[config.mk]
export PLATFORM = sky130hd
export DESIGN_NAME = trf_report
export DESIGN_NICKNAME = d
export VERILOG_FILES = /design/src/verilog/trf_pkg.sv /design/src/verilog/trf_report.sv /design/src/verilog/trf_fifo.sv
export SDC_FILE = /design/constraint.sdc
export NUM_CORES = 1
export LEC_CHECK = 0
export BUFFER_PORTS_ARGS = -buffer_cell sky130_fd_sc_hd__buf_2
export CAP_MARGIN = 0
export CORE_MARGIN = 8
export CORE_UTILIZATION = 47
export CTS_CLUSTER_DIAMETER = 150
export DETAILED_ROUTE_END_ITERATION = 6
export GPL_TIMING_DRIVEN = 1
export PLACE_DENSITY = 0.62
export SYNTH_ARGS = -nofsm -noshare
export SYNTH_HDL_FRONTEND = slang
export SYNTH_SLANG_ARGS = --single-unit
[constraint.sdc]
create_clock -name sys_clk_i -period 4.3 [get_ports sys_clk_i]
set_input_delay 0.43 -clock sys_clk_i [delete_from_list [all_inputs] [get_ports sys_clk_i]]
set_output_delay 0.43 -clock sys_clk_i [all_outputs]
set_load 0.03 [all_outputs]
[src/verilog/trf_pkg.sv]
// Package for the touch reporting block: register offsets, field positions,
// reset values and queue sizing shared by the design files.
// Assumes an I2C slave front end that turns bus cycles into register strobes.
package trf_pkg;

  // Register offsets on the I2C register port.
  localparam logic [7:0] TRF_ADDR_QUEUE = 8'h00;
  localparam logic [7:0] TRF_ADDR_FAULT = 8'h01;
  localparam logic [7:0] TRF_ADDR_LIVE = 8'h02;

  // Event queue field positions.
  localparam int TRF_Q_MORE_BIT = 7;
  localparam int TRF_Q_EMPTY_BIT = 6;
  localparam int TRF_Q_OVF_BIT = 5;
  localparam int TRF_Q_TOUCH_BIT = 4;

  // Fault register field positions.
  localparam int TRF_F_LIMIT_BIT = 4;

  // Fault codes held in bits 1:0 of the fault register.
  typedef enum logic [1:0] {
    TRF_FAULT_NONE = 2'b00,
    TRF_FAULT_GND = 2'b01,
    TRF_FAULT_SUPPLY = 2'b10
  } trf_fault_type;

  // Queue sizing: the device holds 30 events; the FIFO module carries 16-word
  // stages, so two stages are chained behind the occupancy counter.
  localparam int TRF_QUEUE_DEPTH = 30;
  localparam int TRF_EVENT_WIDTH = 5;
  localparam int TRF_FIFO_DEPTH = 16;
  localparam int TRF_NUM_ELECTRODES = 8;

  // Reset values.
  localparam logic [4:0] TRF_COUNT_RESET = 5'h00;
  localparam logic [7:0] TRF_LIVE_RESET = 8'h00;

endpackage : trf_pkg

[src/verilog/trf_report.sv]
// Touch reporting block: live status, 30-entry event queue, fault register.
// Assumes the I2C slave decodes each register access into a one-cycle strobe
// with an address, and that the scan engine reports events on this clock.
// How it works
// - Live touch status readable at 0x02.
// - Bit n shows electrode n+1 touched.
// - Live status shows at most one electrode.
// - Queue holds 30 events; extras are lost.
// - Reading 0x00 pops the presented entry.
// - Any write to 0x00 flushes the queue.
// - Reading last entry leaves queue empty.
// - Bit 7 set when more entries remain.
// - Bit 6 set while queue is empty.
// - Bit 5 set after an overflow.
// - Bit 4 is touch, zero is release.
// - Bits 3:0 hold electrode index 0-7.
// - Shorts to supply or ground raise fault.
// - Scanning halts while a short fault stands.
// - Only the first detected short is kept.
// - Fault bit 4 shows touch limit exceeded.
// - Fault bits 1:0 encode the short kind.
// - Fault clears by write only in stop.
// - Fault register at 0x01, otherwise read-only.
// - Data interrupt on empty flag falling edge.
// - Fault interrupt on zero to nonzero code.
// - Stop mode: scan enable low, duty bit high.
`timescale 1ns/1ps
`default_nettype none
module trf_report
  import trf_pkg::*;
(
  // Clock and reset.
  input wire logic sys_clk_i,
  input wire logic rst_i,
  // Register port from the I2C slave.
  input wire logic reg_rd_i,
  input wire logic reg_wr_i,
  input wire logic [7:0] reg_addr_i,
  output logic [7:0] reg_rdata_o,
  // Mode bits from the configuration logic.
  input wire logic scan_enable_bit_i,
  input wire logic duty_cycle_disable_bit_i,
  input wire logic [3:0] max_touch_count_setting_i,
  // Scan engine results.
  input wire logic [7:0] touched_i,
  input wire logic event_valid_i,
  input wire logic event_touch_i,
  input wire logic [2:0] event_electrode_i,
  input wire logic short_gnd_i,
  input wire logic short_supply_i,
  output logic scan_allow_o,
  // Interrupt trigger outputs toward the interrupt pin logic.
  output logic data_irq_o,
  output logic fault_irq_o
);

  // Decoded strobes.
  logic rd_queue;
  logic wr_queue;
  logic wr_fault;
  logic stop_mode;

  assign rd_queue = reg_rd_i && (reg_addr_i == TRF_ADDR_QUEUE);
  assign wr_queue = reg_wr_i && (reg_addr_i == TRF_ADDR_QUEUE);
  assign wr_fault = reg_wr_i && (reg_addr_i == TRF_ADDR_FAULT);
  // Only in the low-power-off stop mode are fault writes honoured.
  assign stop_mode = !scan_enable_bit_i && duty_cycle_disable_bit_i;

  // Lowest touched electrode isolated so only one bit shows at a time.
  function automatic logic [7:0] lowest_one(input logic [7:0] v);
    lowest_one = v & (~v + 8'h01);
  endfunction

  // Population count for the touch limit check.
  function automatic logic [3:0] pop_count(input logic [7:0] v);
    logic [3:0] n;
    n = 4'h0;
    for (int i = 0; i < TRF_NUM_ELECTRODES; i++) begin
      n = n + {3'b000, v[i]};
    end
    pop_count = n;
  endfunction

  // Live status register, bit n for electrode n+1.
  logic [7:0] live_r;
  always_ff @(posedge sys_clk_i) begin
    if (rst_i) begin
      live_r <= TRF_LIVE_RESET;
    end else begin
      live_r <= lowest_one(touched_i);
    end
  end

  // Touch limit flag follows the live touch count continuously.
  logic limit_r;
  always_ff @(posedge sys_clk_i) begin
    if (rst_i) begin
      limit_r <= 1'b0;
    end else begin
      limit_r <= (pop_count(touched_i) > max_touch_count_setting_i);
    end
  end

  // Occupancy counter caps the queue at 30 even though storage holds 32.
  logic [4:0] count_r;
  logic push;
  logic pop;
  logic ovf_r;
  logic full;
  logic [TRF_EVENT_WIDTH-1:0] head_data;
  logic head_valid;
  logic mid_valid;
  logic mid_ready;
  logic [TRF_EVENT_WIDTH-1:0] mid_data;
  logic tail_ready;

  assign full = (count_r == 5'(TRF_QUEUE_DEPTH));
  // The tail stage's ready also stalls acceptance, so back-pressure is honest.
  assign push = event_valid_i && !full && tail_ready && !wr_queue;
  assign pop = rd_queue && head_valid && !wr_queue;

  // Two chained 16-word stages form the event store.
  trf_fifo #(.WIDTH(TRF_EVENT_WIDTH), .DEPTH(TRF_FIFO_DEPTH)) u_tail (
    .sys_clk_i(sys_clk_i),
    .rst_i(rst_i),
    .flush_i(wr_queue),
    .in_valid_i(push),
    .in_ready_o(tail_ready),
    .in_data_i({event_touch_i, 1'b0, event_electrode_i}),
    .out_valid_o(mid_valid),
    .out_ready_i(mid_ready),
    .out_data_o(mid_data)
  );
  trf_fifo #(.WIDTH(TRF_EVENT_WIDTH), .DEPTH(TRF_FIFO_DEPTH)) u_head (
    .sys_clk_i(sys_clk_i),
    .rst_i(rst_i),
    .flush_i(wr_queue),
    .in_valid_i(mid_valid),
    .in_ready_o(mid_ready),
    .in_data_i(mid_data),
    .out_valid_o(head_valid),
    .out_ready_i(pop),
    .out_data_o(head_data)
  );

  // Event count tracks both stages; a flush empties everything at once.
  always_ff @(posedge sys_clk_i) begin
    if (rst_i || wr_queue) begin
      count_r <= TRF_COUNT_RESET;
    end else begin
      count_r <= count_r + {4'h0, push} - {4'h0, pop};
    end
  end

  // Overflow is sticky until a flush; an event lost in the flush cycle is
  // not an overflow because the queue is empty afterwards.
  always_ff @(posedge sys_clk_i) begin
    if (rst_i || wr_queue) begin
      ovf_r <= 1'b0;
    end else if (event_valid_i && full) begin
      ovf_r <= 1'b1;
    end
  end

  // Queue presentation. The head stage can lag one cycle behind the count
  // after a push, so "more" uses the count, which is exact.
  logic q_empty;
  logic [7:0] queue_word;
  assign q_empty = (count_r == TRF_COUNT_RESET) || !head_valid;
  always_comb begin
    queue_word = 8'h00;
    queue_word[TRF_Q_EMPTY_BIT] = q_empty;
    queue_word[TRF_Q_OVF_BIT] = ovf_r;
    if (!q_empty) begin
      queue_word[TRF_Q_MORE_BIT] = (count_r > 5'h01);
      queue_word[TRF_Q_TOUCH_BIT] = head_data[4];
      queue_word[3:0] = head_data[3:0];
    end
  end

  // Fault code: first short seen is held; ground wins a tie in scan order.
  // A short that lands in the same cycle as a clearing write wins, so the fresh fault
  // keeps its code, but that write still clears fault_irq_o and no new one is raised.
  trf_fault_type fault_r;
  logic fault_open;
  assign fault_open = (fault_r == TRF_FAULT_NONE) || (wr_fault && stop_mode);
  always_ff @(posedge sys_clk_i) begin
    if (rst_i) begin
      fault_r <= TRF_FAULT_NONE;
    end else if (fault_open && short_gnd_i) begin
      fault_r <= TRF_FAULT_GND;
    end else if (fault_open && short_supply_i) begin
      fault_r <= TRF_FAULT_SUPPLY;
    end else if (wr_fault && stop_mode) begin
      fault_r <= TRF_FAULT_NONE;
    end
  end

  // A standing short halts the scan engine.
  assign scan_allow_o = (fault_r == TRF_FAULT_NONE);

  // Read data is registered so it is stable for the whole I2C byte.
  logic [7:0] rdata_r;
  always_ff @(posedge sys_clk_i) begin
    if (rst_i) begin
      rdata_r <= 8'h00;
    end else if (reg_rd_i) begin
      unique case (reg_addr_i)
        TRF_ADDR_QUEUE: rdata_r <= queue_word;
        TRF_ADDR_FAULT: rdata_r <= {3'b000, limit_r, 2'b00, fault_r};
        TRF_ADDR_LIVE: rdata_r <= live_r;
        default: rdata_r <= 8'h00;
      endcase
    end
  end
  assign reg_rdata_o = rdata_r;

  // Data interrupt: armed only after the queue has been empty; set wins
  // over a clear in the same cycle.
  logic was_empty_r;
  logic armed_r;
  logic data_irq_r;
  always_ff @(posedge sys_clk_i) begin
    if (rst_i) begin
      was_empty_r <= 1'b1;
      armed_r <= 1'b1;
      data_irq_r <= 1'b0;
    end else begin
      was_empty_r <= q_empty;
      if (q_empty) begin
        armed_r <= 1'b1;
      end
      if (was_empty_r && !q_empty && armed_r) begin
        data_irq_r <= 1'b1;
        armed_r <= 1'b0;
      end else if (rd_queue || wr_queue) begin
        data_irq_r <= 1'b0;
      end
    end
  end
  assign data_irq_o = data_irq_r;

  // Fault interrupt follows the code leaving zero; cleared by a fault write made in stop mode.
  logic fault_prev_zero_r;
  logic fault_irq_r;
  always_ff @(posedge sys_clk_i) begin
    if (rst_i) begin
      fault_prev_zero_r <= 1'b1;
      fault_irq_r <= 1'b0;
    end else begin
      fault_prev_zero_r <= (fault_r == TRF_FAULT_NONE);
      if (fault_prev_zero_r && fault_r != TRF_FAULT_NONE) begin
        fault_irq_r <= 1'b1;
      end else if (wr_fault && stop_mode) begin
        fault_irq_r <= 1'b0;
      end
    end
  end
  assign fault_irq_o = fault_irq_r;

endmodule // trf_report
`default_nettype wire

[src/verilog/trf_fifo.sv]
// Parameterised flip-flop FIFO with valid and ready on both sides.
// Assumes one clock and a synchronous active-high reset; flush empties it.
`timescale 1ns/1ps
`default_nettype none
module trf_fifo #(
  parameter int WIDTH = 5,
  parameter int DEPTH = 16
) (
  // Clock and reset.
  input wire logic sys_clk_i,
  input wire logic rst_i,
  input wire logic flush_i,
  // Fill side.
  input wire logic in_valid_i,
  output logic in_ready_o,
  input wire logic [WIDTH-1:0] in_data_i,
  // Drain side.
  output logic out_valid_o,
  input wire logic out_ready_i,
  output logic [WIDTH-1:0] out_data_o
);
  localparam int AW = $clog2(DEPTH);

  // Storage is an array of flip-flops addressed by pointers.
  logic [WIDTH-1:0] mem_r [DEPTH];
  logic [AW-1:0] wr_ptr_r;
  logic [AW-1:0] rd_ptr_r;
  logic [AW:0] cnt_r;
  logic push;
  logic pop;

  // Full and empty come straight from the count, so they are never stale.
  assign in_ready_o = (cnt_r != DEPTH[AW:0]);
  assign out_valid_o = (cnt_r != '0);
  assign push = in_valid_i && in_ready_o;
  assign pop = out_valid_o && out_ready_i;
  assign out_data_o = mem_r[rd_ptr_r];

  // Writes into storage; data is not reset because the count guards it.
  always_ff @(posedge sys_clk_i) begin
    if (push) begin
      mem_r[wr_ptr_r] <= in_data_i;
    end
  end

  // Pointer and count bookkeeping.
  always_ff @(posedge sys_clk_i) begin
    if (rst_i || flush_i) begin
      wr_ptr_r <= '0;
      rd_ptr_r <= '0;
      cnt_r <= '0;
    end else begin
      if (push) begin
        wr_ptr_r <= (wr_ptr_r == AW'(DEPTH - 1)) ? '0 : wr_ptr_r + 1'b1;
      end
      if (pop) begin
        rd_ptr_r <= (rd_ptr_r == AW'(DEPTH - 1)) ? '0 : rd_ptr_r + 1'b1;
      end
      cnt_r <= cnt_r + {{AW{1'b0}}, push} - {{AW{1'b0}}, pop};
    end
  end
endmodule // trf_fifo
`default_nettype wire

-- After elaboration in Yosys (flattened, before gate mapping)
Memories as Yosys holds them, arrays and structs flattened. A register that Yosys moved wholly into a read port is not among the register bits.
Index checks and enable logic that the tools add are counted.
- register bits: 56
- bits in latches: 0
- memory bits (writable): 144
- bits in read-only memories: 0
- bits of input ports: 33
- memories: 2
- memories (name ; words ; bits a word ; rd ports ; clocked after memory_dff ; wr ports ; RTL line ; text):
    u_head.mem_r ; 16 ; 5 ; 1 ; 1 ; 1 ; trf_fifo.sv:25 ; logic [WIDTH-1:0] mem_r [DEPTH];
    u_tail.mem_r ; 16 ; 4 ; 1 ; 1 ; 1 ; trf_fifo.sv:25 ;
- add/subtract/negate cells: 18
- multiply operators: 0
- div/mod/pow operators: 0
- $lt $le $gt $ge: 2
- equality and inequality tests: 9
- shifts and indexed selects: 0
- multiplexer cells: 24
- bitwise gates (word level): 2
- reduce and logical (&&, ||, !) cells: 40
- operators with widths (cell ; count):
    $mux 4 ; 8
    $pmux 8 s3 ; 1
    $logic_and 1x1->1 ; 19
    $add 4x1->4 ; 4
    $add 4x1->4 const B ; 4
    $eq 4x4->1 const B ; 4
    $add 5x1->5 ; 3
    $sub 5x1->5 ; 3
    $mux 1 ; 12
    $ne 5x5->1 const B ; 2
    $reduce_bool 2->1 ; 5
    $reduce_bool 5->1 ; 2
    $add 8x1->8 const B ; 1
    $and 8x8->8 ; 1
    $eq 8x1->1 const B ; 1
    $eq 8x2->1 const B ; 1
    $logic_not 8->1 ; 1
    $not 8->8 ; 1
    $eq 5x5->1 const B ; 1
    $gt 5x1->1 const B ; 1
    $logic_not 1->1 ; 5
    $logic_not 5->1 ; 1
    $mux 5 ; 1
    $add 3x1->4 ; 1
    8 further kinds ; 12

-- Depth between registers and ports, before layout
- word-level depth: 8
- gate-level depth with buffers: 14
- mapped depth without buffers: 14

-- Cells and area by module
Synthesis repeated with hierarchy kept, for this count alone.
- cell total of the unflattened synthesis: 662
- area total of the unflattened synthesis: 9776.9 um2
- modules (own cells, without submodules) (module ; instances ; cells an instance ; area each (um2)):
    trf_fifo ; 2 ; 239 ; 4027.6
    trf_report ; 1 ; 184 ; 1721.7

-- Worst setup path before layout
Ideal clock, no wire load.
- path kind: input port to flip-flop
- start: input port touched_i[0]
- end: register limit_r
- library setup time: 0.119 ns
- arrival time: 3.362 ns
- slack: 0.819 ns
- stages: 12
- path through: inv_1 > fa_1 > fa_1 > fa_1 > inv_1 > ha_1 > fa_1 > ha_1 > nor2b_1 > o21a_1 > o21ai_0 > a21oi_1
- longest elaborated chain between the ends: 8
- RTL lines (element ; RTL line ; text):
    from (decl) ; trf_report.sv:45 ; input wire logic [7:0] touched_i,
    $add 1x1->2 ; trf_report.sv:79 ; n = n + {3'b000, v[i]};
    $add 2x1->3 ; trf_report.sv:79 ;
    $add 3x1->4 ; trf_report.sv:79 ;
    $add 4x1->4 (4 in series) ; trf_report.sv:79 ;
    $gt 4x4->1 ; trf_report.sv:100 ; limit_r <= (pop_count(touched_i) > max_touch_count_setting_i);
    to (signal assigned) ; trf_report.sv:100 ;
    to (decl) ; trf_report.sv:95 ; logic limit_r;
No other way between the ends.
A chain may end at the register's enable or synchronous reset.

-- Worst setup path after layout
- start: register u_tail.cnt_r[3]
- end: register u_tail.cnt_r[4]
- longest elaborated chain between the ends: 6
- elaborated cells between the ends (all ways): 8
- those cells by class: add/sub (2); eq/ne (1); reduce/logical (5)
- RTL lines (element ; RTL line ; text):
    from (decl) ; trf_fifo.sv:28 ; logic [AW:0] cnt_r;
    from (signal assigned) ; trf_fifo.sv:59 ; cnt_r <= cnt_r + {{AW{1'b0}}, push} - {{AW{1'b0}}, pop};
    $ne 5x5->1 ; trf_fifo.sv:33 ; assign in_ready_o = (cnt_r != DEPTH[AW:0]);
    $logic_and 1x1->1 (2 in series) ; trf_report.sv:119 ; assign push = event_valid_i && !full && tail_ready && !wr_queue;
    $logic_and 1x1->1 ; trf_fifo.sv:35 ; assign push = in_valid_i && in_ready_o;
    $add 5x1->5 ; trf_fifo.sv:59 ;
    $sub 5x1->5 * ; trf_fifo.sv:59 ;
Mark *: on every way between the ends. The rest lies on a longest branch, timed or not.

==> impl_results.md <==
- Iteration-0 DRC Markers: 350
- Met1 usage: between 10% and 20%
- Deepest clock path buffer count: 2
- DR vias: approximately 4800
- Full die area: 22560 um2
- Sequential area share after synthesis: just over 60%
- Worst-path cell chain: inv_1, ha_1, or4b_2, and2_1, ha_1, inv_1, ha_1, fa_1, a21oi_1, nor2_1, or3_1, a21oi_1
- R2R setup slack: 0.86 ns
- Slowest library cell on the worst path: or4b_2
- CP arrival: 3.80 ns
- I/O pins: 44
- Yosys cell types: 63
- Post-Syn Instances: 597
- Crit start category: flop
- CP Capture Type: flop
- Syn_area_per_cell: 14.18 um2
- Worst stage delay on the critical path: 0.68 ns
- Worst VDD drop: 0.3698 mV
- Area of the multi-input gates: 3043 um2
- Final core utilization: approximately 53%
- Ranking of synthesized cells by area: edfxtp_1 45%, dfxtp_1 15%, mux4_2 10%
- Final setup viols: 0
- Dominant synthesized flop cell: edfxtp_1
- Rows: 49
- Reg2Reg Depth: 12
- Clock transition at the registers of the reported paths: 0.06 ns
- H-tree Lvls: 4
- Period utilisation layout: approximately 80%
- Largest net degree at the start of global routing: 28
- CP Class: reg -> reg
- Count of flip-flops with a built-in enable after synthesis: 128
- CTS tree: built
- Max frequency: 290.3 MHz
- Clock latency on the worst-skew pair: 0.43 ns
- Final Cell Area: ~9400 um2
- DIE HEIGHT: 150.2 um
- Async S/R FF share, synth: 0%
- Post-CTS Hold Buffers: 0
- Hold path start: touched_i[6]
- Min Tclk post-route: 3.445 ns
- Worst Path Max Fanout: 11
- Hold Path Class: in -> reg
- Power, Total: 5.317 mW
- Final wirelength: 16.56 mm
- Hpwl dp: roughly 12 mm
- Most frequent CP cell: ha_1
- CTS Buf Count: 17
- Worst r2r src: u_tail.cnt_r[3]
- Grt ovf: 0
- Max-Cap Viols: 0
- Synth Net Count: 677
- Most common cell in the netlist: edfxtp_1
- Number of buffers added on ports: 43
- #FFs+latches synth: 192
- Reg-to-reg endpoint: u_tail.cnt_r[4]
- Vias in the first global route: 5058
- Starting Density: a little under half
- Critical Path Source: u_tail.cnt_r[3]
- Worst-Margin Slew: around 1.1 ns
- Placer Congestion: between 0.8 and 0.9
- GRT met2 Usage: about a quarter
- Hold depth: 2
- PostCTS Resize Cnt: 0
- RSZ-0062 raised after global routing: no
- Area post-placement: 8869 um2
- Fraction of layout cells with a size suffix above 1: 19.79%
- Root buf cell: clkbuf_16
- Routed Antenna Nets: 0
- Tot GR Track Use: 15.43%
- Crit-path leading delay family: simple AND/OR/NAND/NOR gates
- Slew headroom: 25.28%
- Worst slack, placed: 0.5844 ns
- FILL cells: 1465
- Setup TNS: 0 ns
- Global route hottest layer: met2
- Fin. Hold Viols: 0
- Setup Skew: roughly 0.012 ns
- Postcts setup bufs: 0
- Antenna cells: 0
- Post-Syn Area: 8463 um2
- Status: finished clean
- Vias per Instance: 5.454
- Top cells by count, synth: 128 x edfxtp_1, 64 x dfxtp_1, 50 x inv_1
- Crit path buffers/inverters: 2
- TritonCTS Sinks: between 150 and 200
- Area leader, netlist: edfxtp_1
- Synth warn: 0
- Max-slew violations: 0
- Static leakage power: 3.431 nW
- Core area: 17840 um2
- DRC Markers: 0
- Initial antenna violation count: 0
- First-pass GRT wire length: 26.72 mm
- Yosys top cell area share: a little under half
- CP required: 4.65 ns
- Wirelength per Cell: roughly 19 um
- Final net count: between 700 and 800
- Hold path endpoint: live_r[7]
- First drt pass iteration count: 4
- Power Dens Cells: approximately 560 nW/um2
- Die W: 150.2 um
- Area growth from synthesis to layout: 11.53%
- Setup ws final: 0.8552 ns
- FF+latch area: 5125 um2
- Met3 GRT Util: 3.607%
==> metal layers <==
layer	part of all wire [%]	vias to the layer above
li1	-	2328
met1	45	2399
met2	51	71
met3	3.3	7
met4	0.79	0
met5	0	-
==> worst max path at each step <==
stage / slack, ns / depth (start not counted) / to
floorplan: 0.82 / 12 / limit_r
global placement: 0.69 / 13 / limit_r
detailed placement: 0.58 / 13 / limit_r
CTS: 0.86 / 12 / u_tail.cnt_r[4]
global route: 0.68 / 12 / u_tail.cnt_r[4]
finish: 0.86 / 12 / u_tail.cnt_r[4]
==> worst register-to-register path, cell delays in order, from the launching register on <==
cell and delay, ns:
dfxtp_1 0.32, inv_1 0.08, ha_1 0.21, or4b_2 0.68, and2_1 0.36, ha_1 0.37
inv_1 0.05, ha_1 0.21, fa_1 0.41, a21oi_1 0.16, nor2_1 0.07, or3_1 0.34
a21oi_1 0.13
==> power by group <==
group          leakage, nW  internal, mW  switching, mW
combinational         1.49         0.607          0.731
clock                0.257         0.849          0.672
sequential            1.68          2.28          0.178
total                 3.43          3.74           1.58
==> cell families after synthesis <==
family	after synthesis	share of synthesized area, %
buffers and inverters	71	3.489
adder cells (fa/ha/maj)	47	7.569
XOR/XNOR	11	1.138
AO/OA/AOI/OAI	77	5.943
multiplexers	43	10.85
AND/OR/NAND/NOR	156	10.45
flip-flops	192	60.56
==> placed cells by master (no fill, tap or decap), types with 4 or more instances in the layout <==
cell type	Yosys	layout
fa_1	7	7
mux2i_1	4	4
a31oi_1	4	4
nand4_1	5	5
nor4_1	5	5
nor2b_1	9	9
edfxtp_1	128	128
clkbuf_16	0	17
o21ai_0	12	12
nand2_1	23	23
a22o_1	4	4
nor3_1	6	6
a211oi_1	4	4
dfxtp_1	64	64
xor2_1	5	5
a21oi_1	28	28
buf_2	8	43
and3_1	22	22
inv_1	50	50
clkinvlp_4	0	6
xnor2_1	6	6
mux4_2	39	39
nand3_1	12	12
nor2_1	43	43
ha_1	40	40
or3_1	4	4
==> registers in the layout, indices dropped and copies added, names as in the netlist, 2 cells and up, named ones only <==
name,flops
u_head.mem_r,64
u_tail.mem_r,64
live_r,8
reg_rdata_o,8
count_r,5
u_head.cnt_r,5
u_tail.cnt_r,5
u_head.rd_ptr_r,4
u_head.wr_ptr_r,4
u_tail.rd_ptr_r,4
u_tail.wr_ptr_r,4
fault_r,2
==> metrics by stage <==
stage / hold slack, ns / instances
final: 0.1959 / 881
after floorplan: 0.4259 / 597
after CTS: 0.1759 / 881
after detailed placement: 0.4408 / 850
after global placement: 0.4321 / 850
after global routing: 0.1821 / 881
==> cell type report <==
type | instances | area share [%]
sequential | 192 | 54.29
timing repair buffer | 44 | 2.359
tap | 229 | 3.036
clock inverter | 14 | 1.538
inverter | 51 | 2.028
multi-input combinational | 334 | 32.24
clock buffer | 17 | 4.507
(Power assumes the default switching activity.)
